===== src/core/dcrc_pkg.sv =====
// Constants, register map and carrier types of the DMA channel request configuration block
package dcrc_pkg;

   // ==========================================================
   // Bus geometry
   localparam int ADDR_W = 20;
   localparam int DATA_W = 32;

   // ==========================================================
   // Register indices (byte address is four times the index)
   localparam logic [15:0] IDX_CLRBP = 16'hf00c;
   localparam logic [15:0] IDX_CFG = 16'hf830;
   localparam logic [15:0] IDX_OVFE = 16'hf01d;
   localparam logic [15:0] IDX_IEN = 16'hf01c;
   localparam logic [15:0] IDX_IS = 16'hf019;
   localparam logic [15:0] IDX_STS = 16'hf040;
   localparam logic [15:0] IDX_CMD1 = 16'hf041;
   localparam logic [15:0] IDX_BP_BASE = 16'hf000;
   localparam logic [15:0] IDX_REQ_BP_BASE = 16'hf050;
   localparam logic [15:0] IDX_FULL_BASE = 16'hf060;
   localparam logic [15:0] BP_SPAN = 16'h0004;
   localparam logic [15:0] REQ_BP_SPAN = 16'h0002;
   localparam logic [15:0] FULL_SPAN = 16'h0006;
   localparam logic [15:0] FULL_PER_CH = 16'h0003;

   // ==========================================================
   // Field positions
   localparam int CFG_CH0_SEL_LSB = 0;
   localparam int CFG_CH0_MASK_BIT = 3;
   localparam int CFG_CH1_SEL_LSB = 4;
   localparam int CFG_CH1_MASK_BIT = 7;
   localparam int OVFE_TAR_BIT0 = 0;   // Channel n target bit is 2n
   localparam int OVFE_REQ_BIT0 = 1;   // Channel n requester bit is 2n+1
   localparam int CMD1_DISABLE_BIT = 2;
   localparam int CMD1_ROTATE_BIT = 4;
   localparam int STS_TC_LSB = 0;
   localparam int STS_REQ_LSB = 4;

   // ==========================================================
   // Reset values
   localparam logic [7:0] CFG_RESET = 8'h00;
   localparam logic [7:0] OVFE_RESET = 8'h00;
   localparam logic [7:0] CMD1_RESET = 8'h00;
   localparam logic [7:0] IEN_RESET = 8'h00;

   // ==========================================================
   // Field widths of the channel registers
   localparam int REQ_W = 26;
   localparam int TAR_W = 26;
   localparam int BYC_W = 24;
   localparam int LOW_W = 16;

   // ==========================================================
   // Carrier types
   typedef struct packed {
      logic serial0_rx_full;
      logic serial1_rx_full;
      logic serial0_tx_empty;
      logic serial1_tx_empty;
      logic sync_serial_rx_full;
      logic sync_serial_tx_empty;
      logic timer1_output;
      logic timer2_output;
   } dcrc_sources_t;

   typedef struct packed {
      logic [REQ_W-1:0] req;
      logic [TAR_W-1:0] tar;
      logic [BYC_W-1:0] byc;
   } dcrc_chan_t;

   typedef enum logic [1:0] {KIND_REQ, KIND_TAR, KIND_BYC} dcrc_kind_t;

endpackage


===== src/core/dcrc_req_route.sv =====
// Request source router for one channel, with pin synchroniser
`timescale 1ns/1ps
`default_nettype none
module dcrc_req_route
   import dcrc_pkg::*;
#(
   parameter bit CHANNEL = 1'b0
) (
   input wire logic pclk,
   input wire logic presetn,
   input wire logic request_pin,
   input wire dcrc_sources_t sources,
   input wire logic [2:0] source_select,
   output logic routed_request
);

   logic [2:0] pin_sync_reg;
   logic pin_level_reg;
   logic [7:0] by_code;

   // ==========================================================
   // Pin synchroniser: stage 0 feeds stage 1 only
   always_ff @(posedge pclk or negedge presetn) begin
      if (!presetn) begin
         pin_sync_reg <= 3'h0;
      end else begin
         pin_sync_reg <= {pin_sync_reg[1:0], request_pin};
      end
   end

   // Level accepted once the two later stages agree
   always_ff @(posedge pclk or negedge presetn) begin
      if (!presetn) begin
         pin_level_reg <= 1'b0;
      end else if (pin_sync_reg[1] == pin_sync_reg[2]) begin
         pin_level_reg <= pin_sync_reg[2];
      end
   end

   // ==========================================================
   // Sources laid out by select code; internal units share our clock
   always_comb begin
      if (CHANNEL) begin
         by_code = {sources.sync_serial_tx_empty, sources.serial1_tx_empty,
                    sources.serial0_rx_full, sources.timer2_output,
                    sources.sync_serial_rx_full, sources.serial0_tx_empty,
                    sources.serial1_rx_full, pin_level_reg};
      end else begin
         by_code = {sources.sync_serial_rx_full, sources.serial0_tx_empty,
                    sources.serial1_rx_full, sources.timer1_output,
                    sources.sync_serial_tx_empty, sources.serial1_tx_empty,
                    sources.serial0_rx_full, pin_level_reg};
      end
   end

   assign routed_request = by_code[source_select];

endmodule
`default_nettype wire


===== src/core/dcrc_channel_config.sv =====
// Two-channel DMA request routing, byte pointer, channel registers and status
//
// How it works
// - channel 0 source select routes eight sources
// - channel 1 source select routes eight sources
// - bit 7 masks channel 1 acknowledge
// - bit 3 masks channel 0 acknowledge
// - byte-pointer access toggles the byte pointer
// - clear-pointer write forces pointer to zero
// - requester steps 16 or 26 bits
// - target and count step 16 or full
// - 16-bit count expires on 0000 to ffff
// - status shows pending hardware request per channel
// - status shows expired count per channel
// - command enables channels, selects rotating priority
// - configuration readable, writable, resets to zero
// - per-channel interrupt enable, readable source status
//
// The implementer's own choice: the APB interface to the registers.
`timescale 1ns/1ps
`default_nettype none
module dcrc_channel_config
   import dcrc_pkg::*;
(
   input wire logic pclk,
   input wire logic presetn,
   input wire logic psel,
   input wire logic penable,
   input wire logic pwrite,
   input wire logic [ADDR_W-1:0] paddr,
   input wire logic [DATA_W-1:0] pwdata,
   output logic [DATA_W-1:0] prdata,
   output logic pready,
   output logic pslverr,
   input wire logic ch0_request_pin,
   input wire logic ch1_request_pin,
   input wire dcrc_sources_t sources,
   input wire logic [1:0] xfer_ack,
   input wire logic [1:0] xfer_step,
   input wire logic [1:0] xfer_addr_down,
   output logic ch0_request_in,
   output logic ch1_request_in,
   output logic ch0_ack_out_n,
   output logic ch1_ack_out_n,
   output logic channels_enabled,
   output logic rotating_priority,
   output logic byte_pointer_flag,
   output dcrc_chan_t ch0_state,
   output dcrc_chan_t ch1_state,
   output logic transfer_irq_out
);

   // ==========================================================
   // Functions

   // One step of an address or count; narrow mode keeps bits above 15
   function automatic logic [REQ_W-1:0] dcrc_step(input logic [REQ_W-1:0] v,
                                                  input logic wide,
                                                  input logic down);
      logic [REQ_W-1:0] d;
      d = down ? v - REQ_W'(1) : v + REQ_W'(1);
      return wide ? d : {v[REQ_W-1:LOW_W], d[LOW_W-1:0]};
   endfunction

   // Replace the pointed byte of the low half
   function automatic logic [REQ_W-1:0] dcrc_put_byte(input logic [REQ_W-1:0] v,
                                                      input logic hi,
                                                      input logic [7:0] b);
      return hi ? {v[REQ_W-1:LOW_W], b, v[7:0]} : {v[REQ_W-1:8], b};
   endfunction

   // Field of a channel by kind, zero extended
   function automatic logic [REQ_W-1:0] dcrc_get(input dcrc_chan_t c,
                                                 input dcrc_kind_t k);
      case (k)
         KIND_REQ: return c.req;
         KIND_TAR: return c.tar;
         default: return REQ_W'(c.byc);
      endcase
   endfunction

   // ==========================================================
   // Declarations
   logic [15:0] idx;
   logic [15:0] bp_off;
   logic [15:0] rq_off;
   logic [15:0] full_off;
   logic aligned;
   logic map_hit;
   logic bp_acc;
   logic full_acc;
   logic sel_ch;
   dcrc_kind_t sel_kind;
   logic acc_phase;
   logic done;
   logic wr_done;
   logic rd_done;
   logic pready_reg;
   logic pslverr_reg;
   logic [DATA_W-1:0] prdata_reg;
   logic [DATA_W-1:0] rd_data;
   logic [REQ_W-1:0] sel_field;
   logic [7:0] cfg_reg;
   logic [7:0] ovfe_reg;
   logic [7:0] cmd1_reg;
   logic [7:0] ien_reg;
   logic [1:0] tc_reg;
   logic [1:0] tc_clr;
   logic [1:0] expire;
   logic bp_reg;
   logic irq_reg;
   logic [1:0] routed;
   dcrc_chan_t chan_reg [2];

   // ==========================================================
   // Request routing per channel
   dcrc_req_route #(.CHANNEL(1'b0)) u_route0 (
      .pclk(pclk),
      .presetn(presetn),
      .request_pin(ch0_request_pin),
      .sources(sources),
      .source_select(cfg_reg[CFG_CH0_SEL_LSB +: 3]),
      .routed_request(routed[0])
   );

   dcrc_req_route #(.CHANNEL(1'b1)) u_route1 (
      .pclk(pclk),
      .presetn(presetn),
      .request_pin(ch1_request_pin),
      .sources(sources),
      .source_select(cfg_reg[CFG_CH1_SEL_LSB +: 3]),
      .routed_request(routed[1])
   );

   // ==========================================================
   // Address decode
   assign idx = paddr[17:2];
   assign aligned = (paddr[ADDR_W-1:18] == 2'h0) && (paddr[1:0] == 2'h0);
   assign bp_off = idx - IDX_BP_BASE;
   assign rq_off = idx - IDX_REQ_BP_BASE;
   assign full_off = idx - IDX_FULL_BASE;

   // Which channel field an access reaches, and whether through the pointer
   always_comb begin
      bp_acc = 1'b0;
      full_acc = 1'b0;
      sel_ch = 1'b0;
      sel_kind = KIND_TAR;
      if (bp_off < BP_SPAN) begin
         bp_acc = 1'b1;
         sel_ch = bp_off[1];
         sel_kind = bp_off[0] ? KIND_BYC : KIND_TAR;
      end else if (rq_off < REQ_BP_SPAN) begin
         bp_acc = 1'b1;
         sel_ch = rq_off[0];
         sel_kind = KIND_REQ;
      end else if (full_off < FULL_SPAN) begin
         full_acc = 1'b1;
         sel_ch = (full_off >= FULL_PER_CH);
         sel_kind = dcrc_kind_t'(sel_ch ? full_off[1:0] - 2'(FULL_PER_CH)
                                        : full_off[1:0]);
      end
   end

   assign map_hit = aligned && (bp_acc || full_acc || idx == IDX_CLRBP ||
                    idx == IDX_CFG || idx == IDX_OVFE || idx == IDX_IEN ||
                    idx == IDX_IS || idx == IDX_STS || idx == IDX_CMD1);
   assign sel_field = dcrc_get(chan_reg[sel_ch], sel_kind);

   // ==========================================================
   // Read data
   always_comb begin
      rd_data = '0;
      if (bp_acc) begin
         rd_data[7:0] = bp_reg ? sel_field[15:8] : sel_field[7:0];
      end else if (full_acc) begin
         rd_data = DATA_W'(sel_field);
      end else begin
         case (idx)
            IDX_CFG: rd_data[7:0] = cfg_reg;
            IDX_OVFE: rd_data[7:0] = ovfe_reg;
            IDX_CMD1: rd_data[7:0] = cmd1_reg;
            IDX_IEN: rd_data[7:0] = ien_reg;
            IDX_IS: rd_data[1:0] = tc_reg & ien_reg[1:0];
            IDX_STS: begin
               rd_data[STS_TC_LSB +: 2] = tc_reg;
               rd_data[STS_REQ_LSB +: 2] = routed;
            end
            default: rd_data = '0;
         endcase
      end
   end

   // ==========================================================
   // APB slave: one wait cycle so read data leaves a flip-flop
   assign acc_phase = psel & penable;
   assign done = acc_phase & pready_reg;
   assign wr_done = done & pwrite & map_hit;
   assign rd_done = done & ~pwrite & map_hit;

   always_ff @(posedge pclk or negedge presetn) begin
      if (!presetn) begin
         pready_reg <= 1'b0;
         pslverr_reg <= 1'b0;
         prdata_reg <= '0;
      end else begin
         pready_reg <= acc_phase & ~pready_reg;
         if (acc_phase && !pready_reg) begin
            prdata_reg <= (pwrite || !map_hit) ? '0 : rd_data;
            pslverr_reg <= ~map_hit;
         end
      end
   end

   assign pready = pready_reg;
   assign pslverr = pslverr_reg;
   assign prdata = prdata_reg;

   // ==========================================================
   // Control registers; reserved overflow bits are stored as written
   always_ff @(posedge pclk or negedge presetn) begin
      if (!presetn) begin
         cfg_reg <= CFG_RESET;
         ovfe_reg <= OVFE_RESET;
         cmd1_reg <= CMD1_RESET;
         ien_reg <= IEN_RESET;
      end else if (wr_done) begin
         case (idx)
            IDX_CFG: cfg_reg <= pwdata[7:0];
            IDX_OVFE: ovfe_reg <= pwdata[7:0];
            IDX_CMD1: cmd1_reg <= pwdata[7:0];
            IDX_IEN: ien_reg <= pwdata[7:0];
            default: ;
         endcase
      end
   end

   // ==========================================================
   // Byte pointer: clear command wins, else toggle on every pointer access
   always_ff @(posedge pclk or negedge presetn) begin
      if (!presetn) begin
         bp_reg <= 1'b0;
      end else if (wr_done && idx == IDX_CLRBP) begin
         bp_reg <= 1'b0;
      end else if ((wr_done || rd_done) && bp_acc) begin
         bp_reg <= ~bp_reg;
      end
   end

   // ==========================================================
   // Count expiry at the step taken from zero
   always_comb begin
      for (int c = 0; c < 2; c++) begin
         if (ovfe_reg[OVFE_TAR_BIT0 + 2 * c]) begin
            expire[c] = xfer_step[c] & (chan_reg[c].byc == '0);
         end else begin
            expire[c] = xfer_step[c] & (chan_reg[c].byc[LOW_W-1:0] == '0);
         end
      end
   end

   // ==========================================================
   // Channel registers: software writes win over a step in the same cycle
   always_ff @(posedge pclk or negedge presetn) begin
      if (!presetn) begin
         chan_reg[0] <= '0;
         chan_reg[1] <= '0;
      end else begin
         for (int c = 0; c < 2; c++) begin
            if (xfer_step[c]) begin
               chan_reg[c].req <= dcrc_step(chan_reg[c].req,
                                            ovfe_reg[OVFE_REQ_BIT0 + 2 * c],
                                            xfer_addr_down[c]);
               chan_reg[c].tar <= dcrc_step(chan_reg[c].tar,
                                            ovfe_reg[OVFE_TAR_BIT0 + 2 * c],
                                            xfer_addr_down[c]);
               chan_reg[c].byc <= BYC_W'(dcrc_step(REQ_W'(chan_reg[c].byc),
                                            ovfe_reg[OVFE_TAR_BIT0 + 2 * c],
                                            1'b1));
            end
            if (wr_done && (bp_acc || full_acc) && sel_ch == 1'(c)) begin
               case (sel_kind)
                  KIND_REQ: chan_reg[c].req <= bp_acc
                     ? dcrc_put_byte(chan_reg[c].req, bp_reg, pwdata[7:0])
                     : pwdata[REQ_W-1:0];
                  KIND_TAR: chan_reg[c].tar <= bp_acc
                     ? dcrc_put_byte(chan_reg[c].tar, bp_reg, pwdata[7:0])
                     : pwdata[TAR_W-1:0];
                  default: chan_reg[c].byc <= bp_acc
                     ? BYC_W'(dcrc_put_byte(REQ_W'(chan_reg[c].byc), bp_reg,
                                            pwdata[7:0]))
                     : pwdata[BYC_W-1:0];
               endcase
            end
         end
      end
   end

   // ==========================================================
   // Expiry flags: a status read clears them, a new expiry wins
   assign tc_clr = (rd_done && idx == IDX_STS) ? 2'h3 : 2'h0;

   always_ff @(posedge pclk or negedge presetn) begin
      if (!presetn) begin
         tc_reg <= 2'h0;
      end else begin
         tc_reg <= (tc_reg & ~tc_clr) | expire;
      end
   end

   // Interrupt output from a flip-flop, one cycle behind the flags
   always_ff @(posedge pclk or negedge presetn) begin
      if (!presetn) begin
         irq_reg <= 1'b0;
      end else begin
         irq_reg <= |(tc_reg & ien_reg[1:0]);
      end
   end

   // ==========================================================
   // Outputs to the transfer engine and pins
   assign channels_enabled = ~cmd1_reg[CMD1_DISABLE_BIT];
   assign rotating_priority = cmd1_reg[CMD1_ROTATE_BIT];
   assign ch0_request_in = routed[0] & channels_enabled;
   assign ch1_request_in = routed[1] & channels_enabled;
   // Mask keeps internal requesters from driving the pin acknowledge
   assign ch0_ack_out_n = ~(xfer_ack[0] & ~cfg_reg[CFG_CH0_MASK_BIT]);
   assign ch1_ack_out_n = ~(xfer_ack[1] & ~cfg_reg[CFG_CH1_MASK_BIT]);
   assign byte_pointer_flag = bp_reg;
   assign ch0_state = chan_reg[0];
   assign ch1_state = chan_reg[1];
   assign transfer_irq_out = irq_reg;

endmodule
`default_nettype wire


===== config.mk =====
export PLATFORM = sky130hd
export DESIGN_NAME = dcrc_channel_config
export DESIGN_NICKNAME = d
export VERILOG_FILES = /design/src/core/dcrc_pkg.sv /design/src/core/dcrc_req_route.sv /design/src/core/dcrc_channel_config.sv
export SDC_FILE = /design/constraint.sdc
export NUM_CORES = 1
export LEC_CHECK = 0
export BUFFER_PORTS_ARGS = -buffer_cell sky130_fd_sc_hd__buf_2
export CAP_MARGIN = 10
export CORE_ASPECT_RATIO = 0.8
export CORE_UTILIZATION = 55
export CTS_CLUSTER_DIAMETER = 40
export CTS_CLUSTER_SIZE = 30
export DETAILED_ROUTE_END_ITERATION = 8
export GPL_TIMING_DRIVEN = 0
export PLACE_DENSITY = 0.78
export REMOVE_ABC_BUFFERS = 1
export SLEW_MARGIN = 20
export SYNTH_ARGS = -nofsm -noshare
export SYNTH_HDL_FRONTEND = slang
export SYNTH_SLANG_ARGS = --single-unit

===== constraint.sdc =====
create_clock -name pclk -period 3.8 [get_ports pclk]
set_input_delay 0.19 -clock pclk [delete_from_list [all_inputs] [get_ports pclk]]
set_output_delay 0.19 -clock pclk [all_outputs]
set_load 0.01 [all_outputs]

==> flow_summary.rst, run 1 <==
.. list-table::
   :header-rows: 1

   * - Metric
     - Value
   * - Fraction of synthesized cell area taken by the top area cell type
     - 0.324
   * - Post-Syn Area per Cell
     - 8.28 um2
   * - Fraction of final layout cells sized beyond drive strength 1
     - 0.195
   * - Top-level port count
     - 267
   * - Crit start category
     - input pin
   * - Detailed Route WL
     - 66.5 mm
   * - Final clock skew
     - 25.2 ps
   * - Core Util, Final
     - 0.669
   * - Worst-case hold path end point
     - ch0_state[75]$_DFFE_PN0P_
   * - Vias in the first global route
     - 17300
   * - Iter 0 DRT Violations
     - 2408
   * - Power share of the clock group
     - 0.281
   * - Area contributors post-synth
     - sky130_fd_sc_hd__dfrtp_1, sky130_fd_sc_hd__ha_1, sky130_fd_sc_hd__nand2_1
   * - Final critical path time including I/O delays and setup
     - 3690 ps
   * - Placed instance count
     - 2689
   * - Number of buffer cells added on primary ports
     - 254
   * - Area of all placed cells without fillers
     - 0.0205 mm2
   * - CP Capture Type
     - flip-flop
   * - Die Outline Area
     - 0.0322 mm2
   * - Reg power frac
     - 0.300
   * - TritonCTS clock tree
     - yes
   * - Post-DRT Antenna Nets
     - 0
   * - Post-synthesis instance total
     - 2091
   * - Initial antenna violation count
     - 2
   * - Max VDD drop
     - 0.428 mV
   * - CTS Root Buffer Type
     - sky130_fd_sc_hd__clkbuf_16
   * - Starting utilization of the core area
     - 0.564
   * - Commonest cells after routing, fill and taps aside
     - sky130_fd_sc_hd__nand2_1, sky130_fd_sc_hd__buf_2, sky130_fd_sc_hd__dfrtp_1
   * - Horizontal die dimension
     - 200 um
   * - RSZ-0062 raised after global routing
     - no
   * - Cell row count
     - 57
   * - Max-slew headroom at the worst pin
     - 0.268
   * - Maximum number of pins on one net before global-route repair
     - 88
   * - Deepest clock path buffer count
     - 3
   * - FFs w/ async S/R, synth
     - 1.00
   * - Cell-internal power
     - 0.00724 W
   * - Via total after detailed routing
     - 18600
   * - Post-detailed-placement cell area
     - 0.0190 mm2
   * - GP Congestion
     - 1.03
   * - Count of placed standard cells in the final layout, fillers left out
     - 2771
   * - Average vias per placed instance
     - 6.70
   * - Clock sink total
     - 224
   * - Total number of nets in the final design
     - 2511
   * - Switching power of the nets
     - 0.00513 W
   * - Number of search-and-repair iterations in the first detailed-routing pass
     - 9
   * - Post-synth EDFFs
     - 0
   * - Total number of H-tree levels
     - 2
   * - Beginning of the worst hold path
     - pwdata[25]
   * - Clock latency reported for the late side of the worst-skew pair
     - 530 ps
   * - Warnings, synthesis
     - 0
   * - Hold path depth
     - 3
   * - Hold Crit Class
     - in2reg
   * - Post-route total power
     - 0.0124 W
   * - Number of flip-flops and latches in the synthesized netlist
     - 224
   * - Count of final max-slew check failures
     - 0
   * - Inserted Clock Buffers
     - 38
   * - Routed WL per cell
     - 24.0 um
   * - Arrival time at the worst endpoint
     - 4100 ps
   * - Area of the placeable core
     - 0.0307 mm2
   * - Power density over cell area
     - 603 mW/mm2
   * - Half-perimeter wire length after placement
     - 49.3 mm
   * - Worst Reg-to-Reg Cells
     - 11
   * - Combinational power share
     - 0.419
   * - Total congestion overflow
     - 0
   * - Global router's overall resource usage
     - 0.404
   * - Total of max-cap violations
     - 0
   * - Final setup violating endpoints
     - 0
   * - Req. time, crit path
     - 4210 ps
   * - Maximum operating frequency
     - 0.271 GHz
   * - Cell type contributing the most total cell area after synthesis
     - sky130_fd_sc_hd__dfrtp_1
   * - Wire length of the first global-routing pass
     - 101 mm
   * - Final critical-path share of the clock period
     - 0.972
   * - Sequential element share of the synthesized area
     - 0.324
   * - Post-synthesis cell area
     - 0.0173 mm2
   * - Result of the run
     - finished clean
   * - Final-report hold violation count
     - 0
   * - DRC errors left
     - 0
   * - Count of fill cells added during filler insertion
     - 2577
   * - Growth of design area from synthesis to finish
     - 18.6%
   * - Distinct cell type count after synthesis
     - 86
   * - CP max FO
     - 11
   * - Slew at the pin closest to its max-slew limit
     - 1090 ps
   * - Clock-pin slew on the worst setup and hold paths
     - 60 ps
   * - Setup slack of the worst register-to-register path
     - 250 ps
   * - CP Class
     - in2reg
   * - Leakage power summed over all cells
     - 9.51 nW
   * - Beginning of the worst register-to-register path
     - ch0_state[55]$_DFFE_PN0P_
   * - Primary flip-flop cell chosen by synthesis mapping
     - sky130_fd_sc_hd__dfrtp_1
   * - Capturing point of the worst reg2reg path
     - ch0_state[75]$_DFFE_PN0P_
   * - Share of total power consumed by net switching
     - 0.414
   * - Vert. Die Dim
     - 161 um
   * - Most common cell after layout, fill and taps aside
     - sky130_fd_sc_hd__nand2_1
-- kinds of logic after synthesis --
group / share of synthesized area
DFF: 0.324
adders and majority gates: 0.0810
muxes: 0.0440
AOI/OAI and AO/OA: 0.258
xor gates and xnor gates: 0.0415
and+or+nand+nor: 0.213
other: 0.000217
buffers and inverters: 0.0385
-- worst max path at each step --
stage                                      to       from  slack, ps
floorplan           ch1_state[15]$_DFFE_PN0P_  paddr[12]      -1600
global placement    ch1_state[15]$_DFFE_PN0P_   paddr[7]      -3490
detailed placement  ch0_state[28]$_DFFE_PN0P_  paddr[11]      -1510
CTS                     prdata[3]$_DFFE_PN0P_  paddr[11]         10
global route        ch0_state[51]$_DFFE_PN0P_  paddr[11]          6
finish                  prdata[5]$_DFFE_PN0P_  paddr[11]        110
-- layout make-up --
| class | instances | area, um2 | share of cell area |
|---|---|---|---|
| antenna | 1 | 2.50 | 0.000122 |
| clock buffer | 44 | 993 | 0.0484 |
| clock inverter | 23 | 287 | 0.0140 |
| inverter | 64 | 240 | 0.0117 |
| multi-input combinational | 1722 | 11300 | 0.549 |
| sequential | 224 | 5610 | 0.273 |
| tap | 413 | 517 | 0.0252 |
| timing repair buffer | 280 | 1620 | 0.0787 |
-- Yosys cell counts (all sizes together), types with 9 or more instances --
library cell and instances:
mux2 32, nand4 16, nor2b 16, nor3 47, o22ai 35, xnor2 51, nor4 17, o21bai 9
and2 9, a21oi 168, a221o 36, o21ai 135, a22oi 10, nand2 305, nand3 63, dfrtp 224
a31oi 20, o221a 22, clkbuf 58, mux2i 31, ha 104, buf 30, a211oi 22, inv 64
xor2 31, or3 19, o31ai 11, a21o 47, o211ai 30, o21a 20, nand2b 20, a221oi 14
o221ai 10, and3 28, nor2 222
-- timing repair --
| action | CTS | global route |
|---|---|---|
| hold endpoints to repair | 88 | 0 |
| buffers inserted | 7 | 2 |
| pin swaps | 4 | 2 |
| cloned | 1 | 1 |
| hold buffers | 3 | 0 |
| endpoints found under the setup margin | 142 | 76 |
| gates resized for setup | 17 | 15 |
-- per-layer routing --
layer	up-vias	routed length, um	GRT usage
met5	-	27	0
li1	8250	-	-
met4	4	3300	0.182
met3	223	9100	0.114
met1	8798	26500	0.559
met2	1282	27500	0.585
-- power by group through the flow --
stage                     registers [W]  clock network (W)  logic, W
after CTS                       0.00363            0.00348   0.00508
after global placement          0.00365                  0   0.00486
final                           0.00371            0.00348   0.00518
after detailed placement        0.00367                  0   0.00503
after floorplan                 0.00357                  0   0.00331
after global routing            0.00373            0.00359   0.00567
-- per-stage QoR --
| step | setup WS, ps | TNS (ps) | hold slack (ps) |
|---|---|---|---|
| after floorplan | -1600 | -178870 | -106 |
| after global placement | -3490 | -821320 | 300 |
| after detailed placement | -1510 | -135030 | 243 |
| after CTS | 11.7 | 0 | 5.38 |
| after global routing | 6.14 | 0 | 13.9 |
| final | 106 | 0 | 15.0 |
-- critical path, cell delays in order --
cell and delay (ps):
sky130_fd_sc_hd__buf_2 160, sky130_fd_sc_hd__or4_4 580, sky130_fd_sc_hd__or4b_1 540, sky130_fd_sc_hd__a221oi_2 390
sky130_fd_sc_hd__a21oi_4 200, sky130_fd_sc_hd__nor2_2 680, sky130_fd_sc_hd__o21ai_0 430, sky130_fd_sc_hd__nor2_1 360
sky130_fd_sc_hd__a221o_1 270, sky130_fd_sc_hd__a211oi_1 90, sky130_fd_sc_hd__a21o_1 210
Note: power is estimated with default switching activity, not from simulation.
==> run 2, diff against run 1 <==
--- a/config.mk
+++ b/config.mk
@@ -9,6 +9,7 @@
 export CAP_MARGIN = 10
 export CORE_ASPECT_RATIO = 0.8
 export CORE_UTILIZATION = 55
+export CTS_BUF_LIST = sky130_fd_sc_hd__clkbuf_8
 export CTS_CLUSTER_DIAMETER = 40
 export CTS_CLUSTER_SIZE = 30
 export DETAILED_ROUTE_END_ITERATION = 8
==> run 2 against run 1 <==
Compared with the run above:
- die area did not move
- critical path type unchanged
- setup slack better by 7.1 ps
- highest routed layer is now met4
- combinational power is essentially flat
- via count fell by 0.58%
- sequential power barely moved
- routed wire length down 1.1%
==> flow_summary.rst, run 2 (same netlist as run 1, synthesis figures left out) <==
.. list-table::
   :header-rows: 1

   * - Metric
     - Value
   * - Final clock skew
     - 42.3 ps (+17.0 ps)
   * - Slew at the pin closest to its max-slew limit
     - 1060 ps (-27.5 ps)
   * - Top-level port count
     - 267 (unchanged)
   * - Vert. Die Dim
     - 161 um (unchanged)
   * - Starting utilization of the core area
     - 0.564 (unchanged)
   * - Leakage power summed over all cells
     - 9.32 nW (-2.0%)
   * - TritonCTS clock tree
     - yes
   * - Post-route total power
     - 0.0113 W (-8.3%)
   * - Total number of H-tree levels
     - 2 (unchanged)
   * - Total of max-cap violations
     - 0 (unchanged)
   * - Maximum operating frequency
     - 0.271 GHz (+0.19%)
   * - Die Outline Area
     - 0.0322 mm2 (unchanged)
   * - Placed instance count
     - 2689 (unchanged)
   * - Count of placed standard cells in the final layout, fillers left out
     - 2774 (+0.11%)
   * - Inserted Clock Buffers
     - 38 (unchanged)
   * - Number of search-and-repair iterations in the first detailed-routing pass
     - 8 (-1)
   * - Wire length of the first global-routing pass
     - 100 mm (-0.37%)
   * - Hold Crit Class
     - in2reg
   * - CP max FO
     - 37 (+26)
   * - Max-slew headroom at the worst pin
     - 0.287 (+0.0185)
   * - Cell row count
     - 57 (unchanged)
   * - Count of final max-slew check failures
     - 0 (unchanged)
   * - Clock latency reported for the late side of the worst-skew pair
     - 570 ps (+40 ps)
   * - Final critical-path share of the clock period
     - 0.970 (-0.00187)
   * - CTS Root Buffer Type
     - sky130_fd_sc_hd__clkbuf_8
   * - Total congestion overflow
     - 0 (unchanged)
   * - Commonest cells after routing, fill and taps aside
     - sky130_fd_sc_hd__nand2_1, sky130_fd_sc_hd__buf_2, sky130_fd_sc_hd__dfrtp_1
   * - Maximum number of pins on one net before global-route repair
     - 88 (unchanged)
   * - Horizontal die dimension
     - 200 um (unchanged)
   * - Area of the placeable core
     - 0.0307 mm2 (unchanged)
   * - Number of buffer cells added on primary ports
     - 254 (unchanged)
   * - Initial antenna violation count
     - 2 (unchanged)
   * - Arrival time at the worst endpoint
     - 4130 ps (+30 ps)
   * - Post-DRT Antenna Nets
     - 0 (unchanged)
   * - Average vias per placed instance
     - 6.65 (-0.68%)
   * - CP Capture Type
     - flip-flop
   * - Max VDD drop
     - 0.460 mV (+7.6%)
   * - Iter 0 DRT Violations
     - 2394 (-0.58%)
   * - Result of the run
     - finished clean
   * - Clock-pin slew on the worst setup and hold paths
     - 80 ps (+20 ps)
   * - CP Class
     - in2reg
   * - Detailed Route WL
     - 65.7 mm (-1.1%)
   * - Core Util, Final
     - 0.655 (-0.0145)
   * - Fraction of final layout cells sized beyond drive strength 1
     - 0.192 (-0.00279)
   * - Final setup violating endpoints
     - 0 (unchanged)
   * - Req. time, crit path
     - 4240 ps (+30 ps)
   * - Smallest hold slack
     - 35.4 ps (+20.4 ps)
   * - Half-perimeter wire length after placement
     - 49.3 mm (unchanged)
   * - Routed WL per cell
     - 23.7 um (-1.2%)
   * - Crit start category
     - input pin
   * - GP Congestion
     - 1.03 (unchanged)
   * - Clock sink total
     - 224 (unchanged)
   * - Total number of nets in the final design
     - 2514 (+0.12%)
   * - Power density over cell area
     - 565 mW/mm2 (-6.3%)
   * - Deepest clock path buffer count
     - 3 (unchanged)
   * - Most common cell after layout, fill and taps aside
     - sky130_fd_sc_hd__nand2_1
   * - Via total after detailed routing
     - 18500 (-0.58%)
   * - Final critical path time including I/O delays and setup
     - 3690 ps (-7.10 ps)
   * - Final-report hold violation count
     - 0 (unchanged)
   * - Growth of design area from synthesis to finish
     - 16.0%
   * - DRC errors left
     - 0 (unchanged)
   * - Vias in the first global route
     - 17200 (-0.54%)
   * - Global router's overall resource usage
     - 0.401 (-0.00236)
==> run 2: area by class of cell <==
class | instances | area, um2
Sequential cell | 224 | 5610
Tap cell | 413 | 517
Clock inverter | 27 | 292
Clock buffer | 40 | 551
Antenna cell | 1 | 2.50
Inverter | 64 | 240
Fill cell | 2657 | 10600
Multi-Input combinational cell | 1721 | 11200
Timing Repair Buffer | 284 | 1650
==> run 2: per-layer routing <==
metal / wire (um) / GRT usage / part of all wire / up-vias
li1: - / - / - / 8234
met1: 26700 / 0.561 / 0.41 / 8748
met3: 8740 / 0.109 / 0.13 / 204
met2: 27500 / 0.590 / 0.42 / 1264
met4: 2810 / 0.157 / 0.043 / 0
met5: 0 / 0 / 0 / -
==> run 2: power breakdown <==
| group | internal (W) | leakage (nW) | switching (W) | total [W] |
|---|---|---|---|---|
| Clock | 0.00130 | 0.420 | 0.00117 | 0.00247 |
| Sequential | 0.00286 | 2.89 | 0.000840 | 0.00370 |
| Combinational | 0.00220 | 6.01 | 0.00297 | 0.00517 |
==> run 2: worst max-delay path, stage by stage <==
cell and delay (ps):
sky130_fd_sc_hd__buf_2 160, sky130_fd_sc_hd__or4_4 570, sky130_fd_sc_hd__or4b_1 530, sky130_fd_sc_hd__a221oi_2 390, sky130_fd_sc_hd__and2_4 350, sky130_fd_sc_hd__a221o_4 470, sky130_fd_sc_hd__buf_12 300, sky130_fd_sc_hd__a31oi_2 270
sky130_fd_sc_hd__nand2_2 360, sky130_fd_sc_hd__nand2_1 260, sky130_fd_sc_hd__o22ai_1 190, sky130_fd_sc_hd__nor2_1 60
==> run 2: repair_timing <==
item	CTS	global route
pin swaps	4	1
gates resized for setup	16	13
hold buffers	9	0
setup endpoints to repair	138	66
buffers inserted	7	0
gates cloned	1	0
hold endpoints to repair	95	0
==> run 2: metrics by stage <==
| stage | setup WS (ps) | cell area, um2 | TNS, ps |
|---|---|---|---|
| floorplan | -1600 | 16900 | -178870 |
| detailed placement | -1510 | 19000 | -135030 |
| CTS | 39.8 | 20000 | 0 |
| global placement | -3490 | 18700 | -821320 |
| finish | 113 | 20100 | 0 |
| global route | -38.9 | 20100 | -45.4 |
==> run 2: path summary, 6_finish.rpt <==
kind                       slack, ps                                 end  cells past startpoint                                from
min reg2reg                      350  u_route1.pin_sync_reg[1]$_DFF_PN0_                      0  u_route1.pin_sync_reg[0]$_DFF_PN0_
max in group asynchronous       2370           ch1_state[33]$_DFFE_PN0P_                      4                             presetn
min                               40           ch0_state[17]$_DFFE_PN0P_                      3                          pwdata[17]
min in group asynchronous        190           ch0_state[27]$_DFFE_PN0P_                      2                             presetn
max                              110           ch1_state[69]$_DFFE_PN0P_                     12                           paddr[11]
max reg2reg                      230           ch0_state[75]$_DFFE_PN0P_                     11           ch0_state[55]$_DFFE_PN0P_
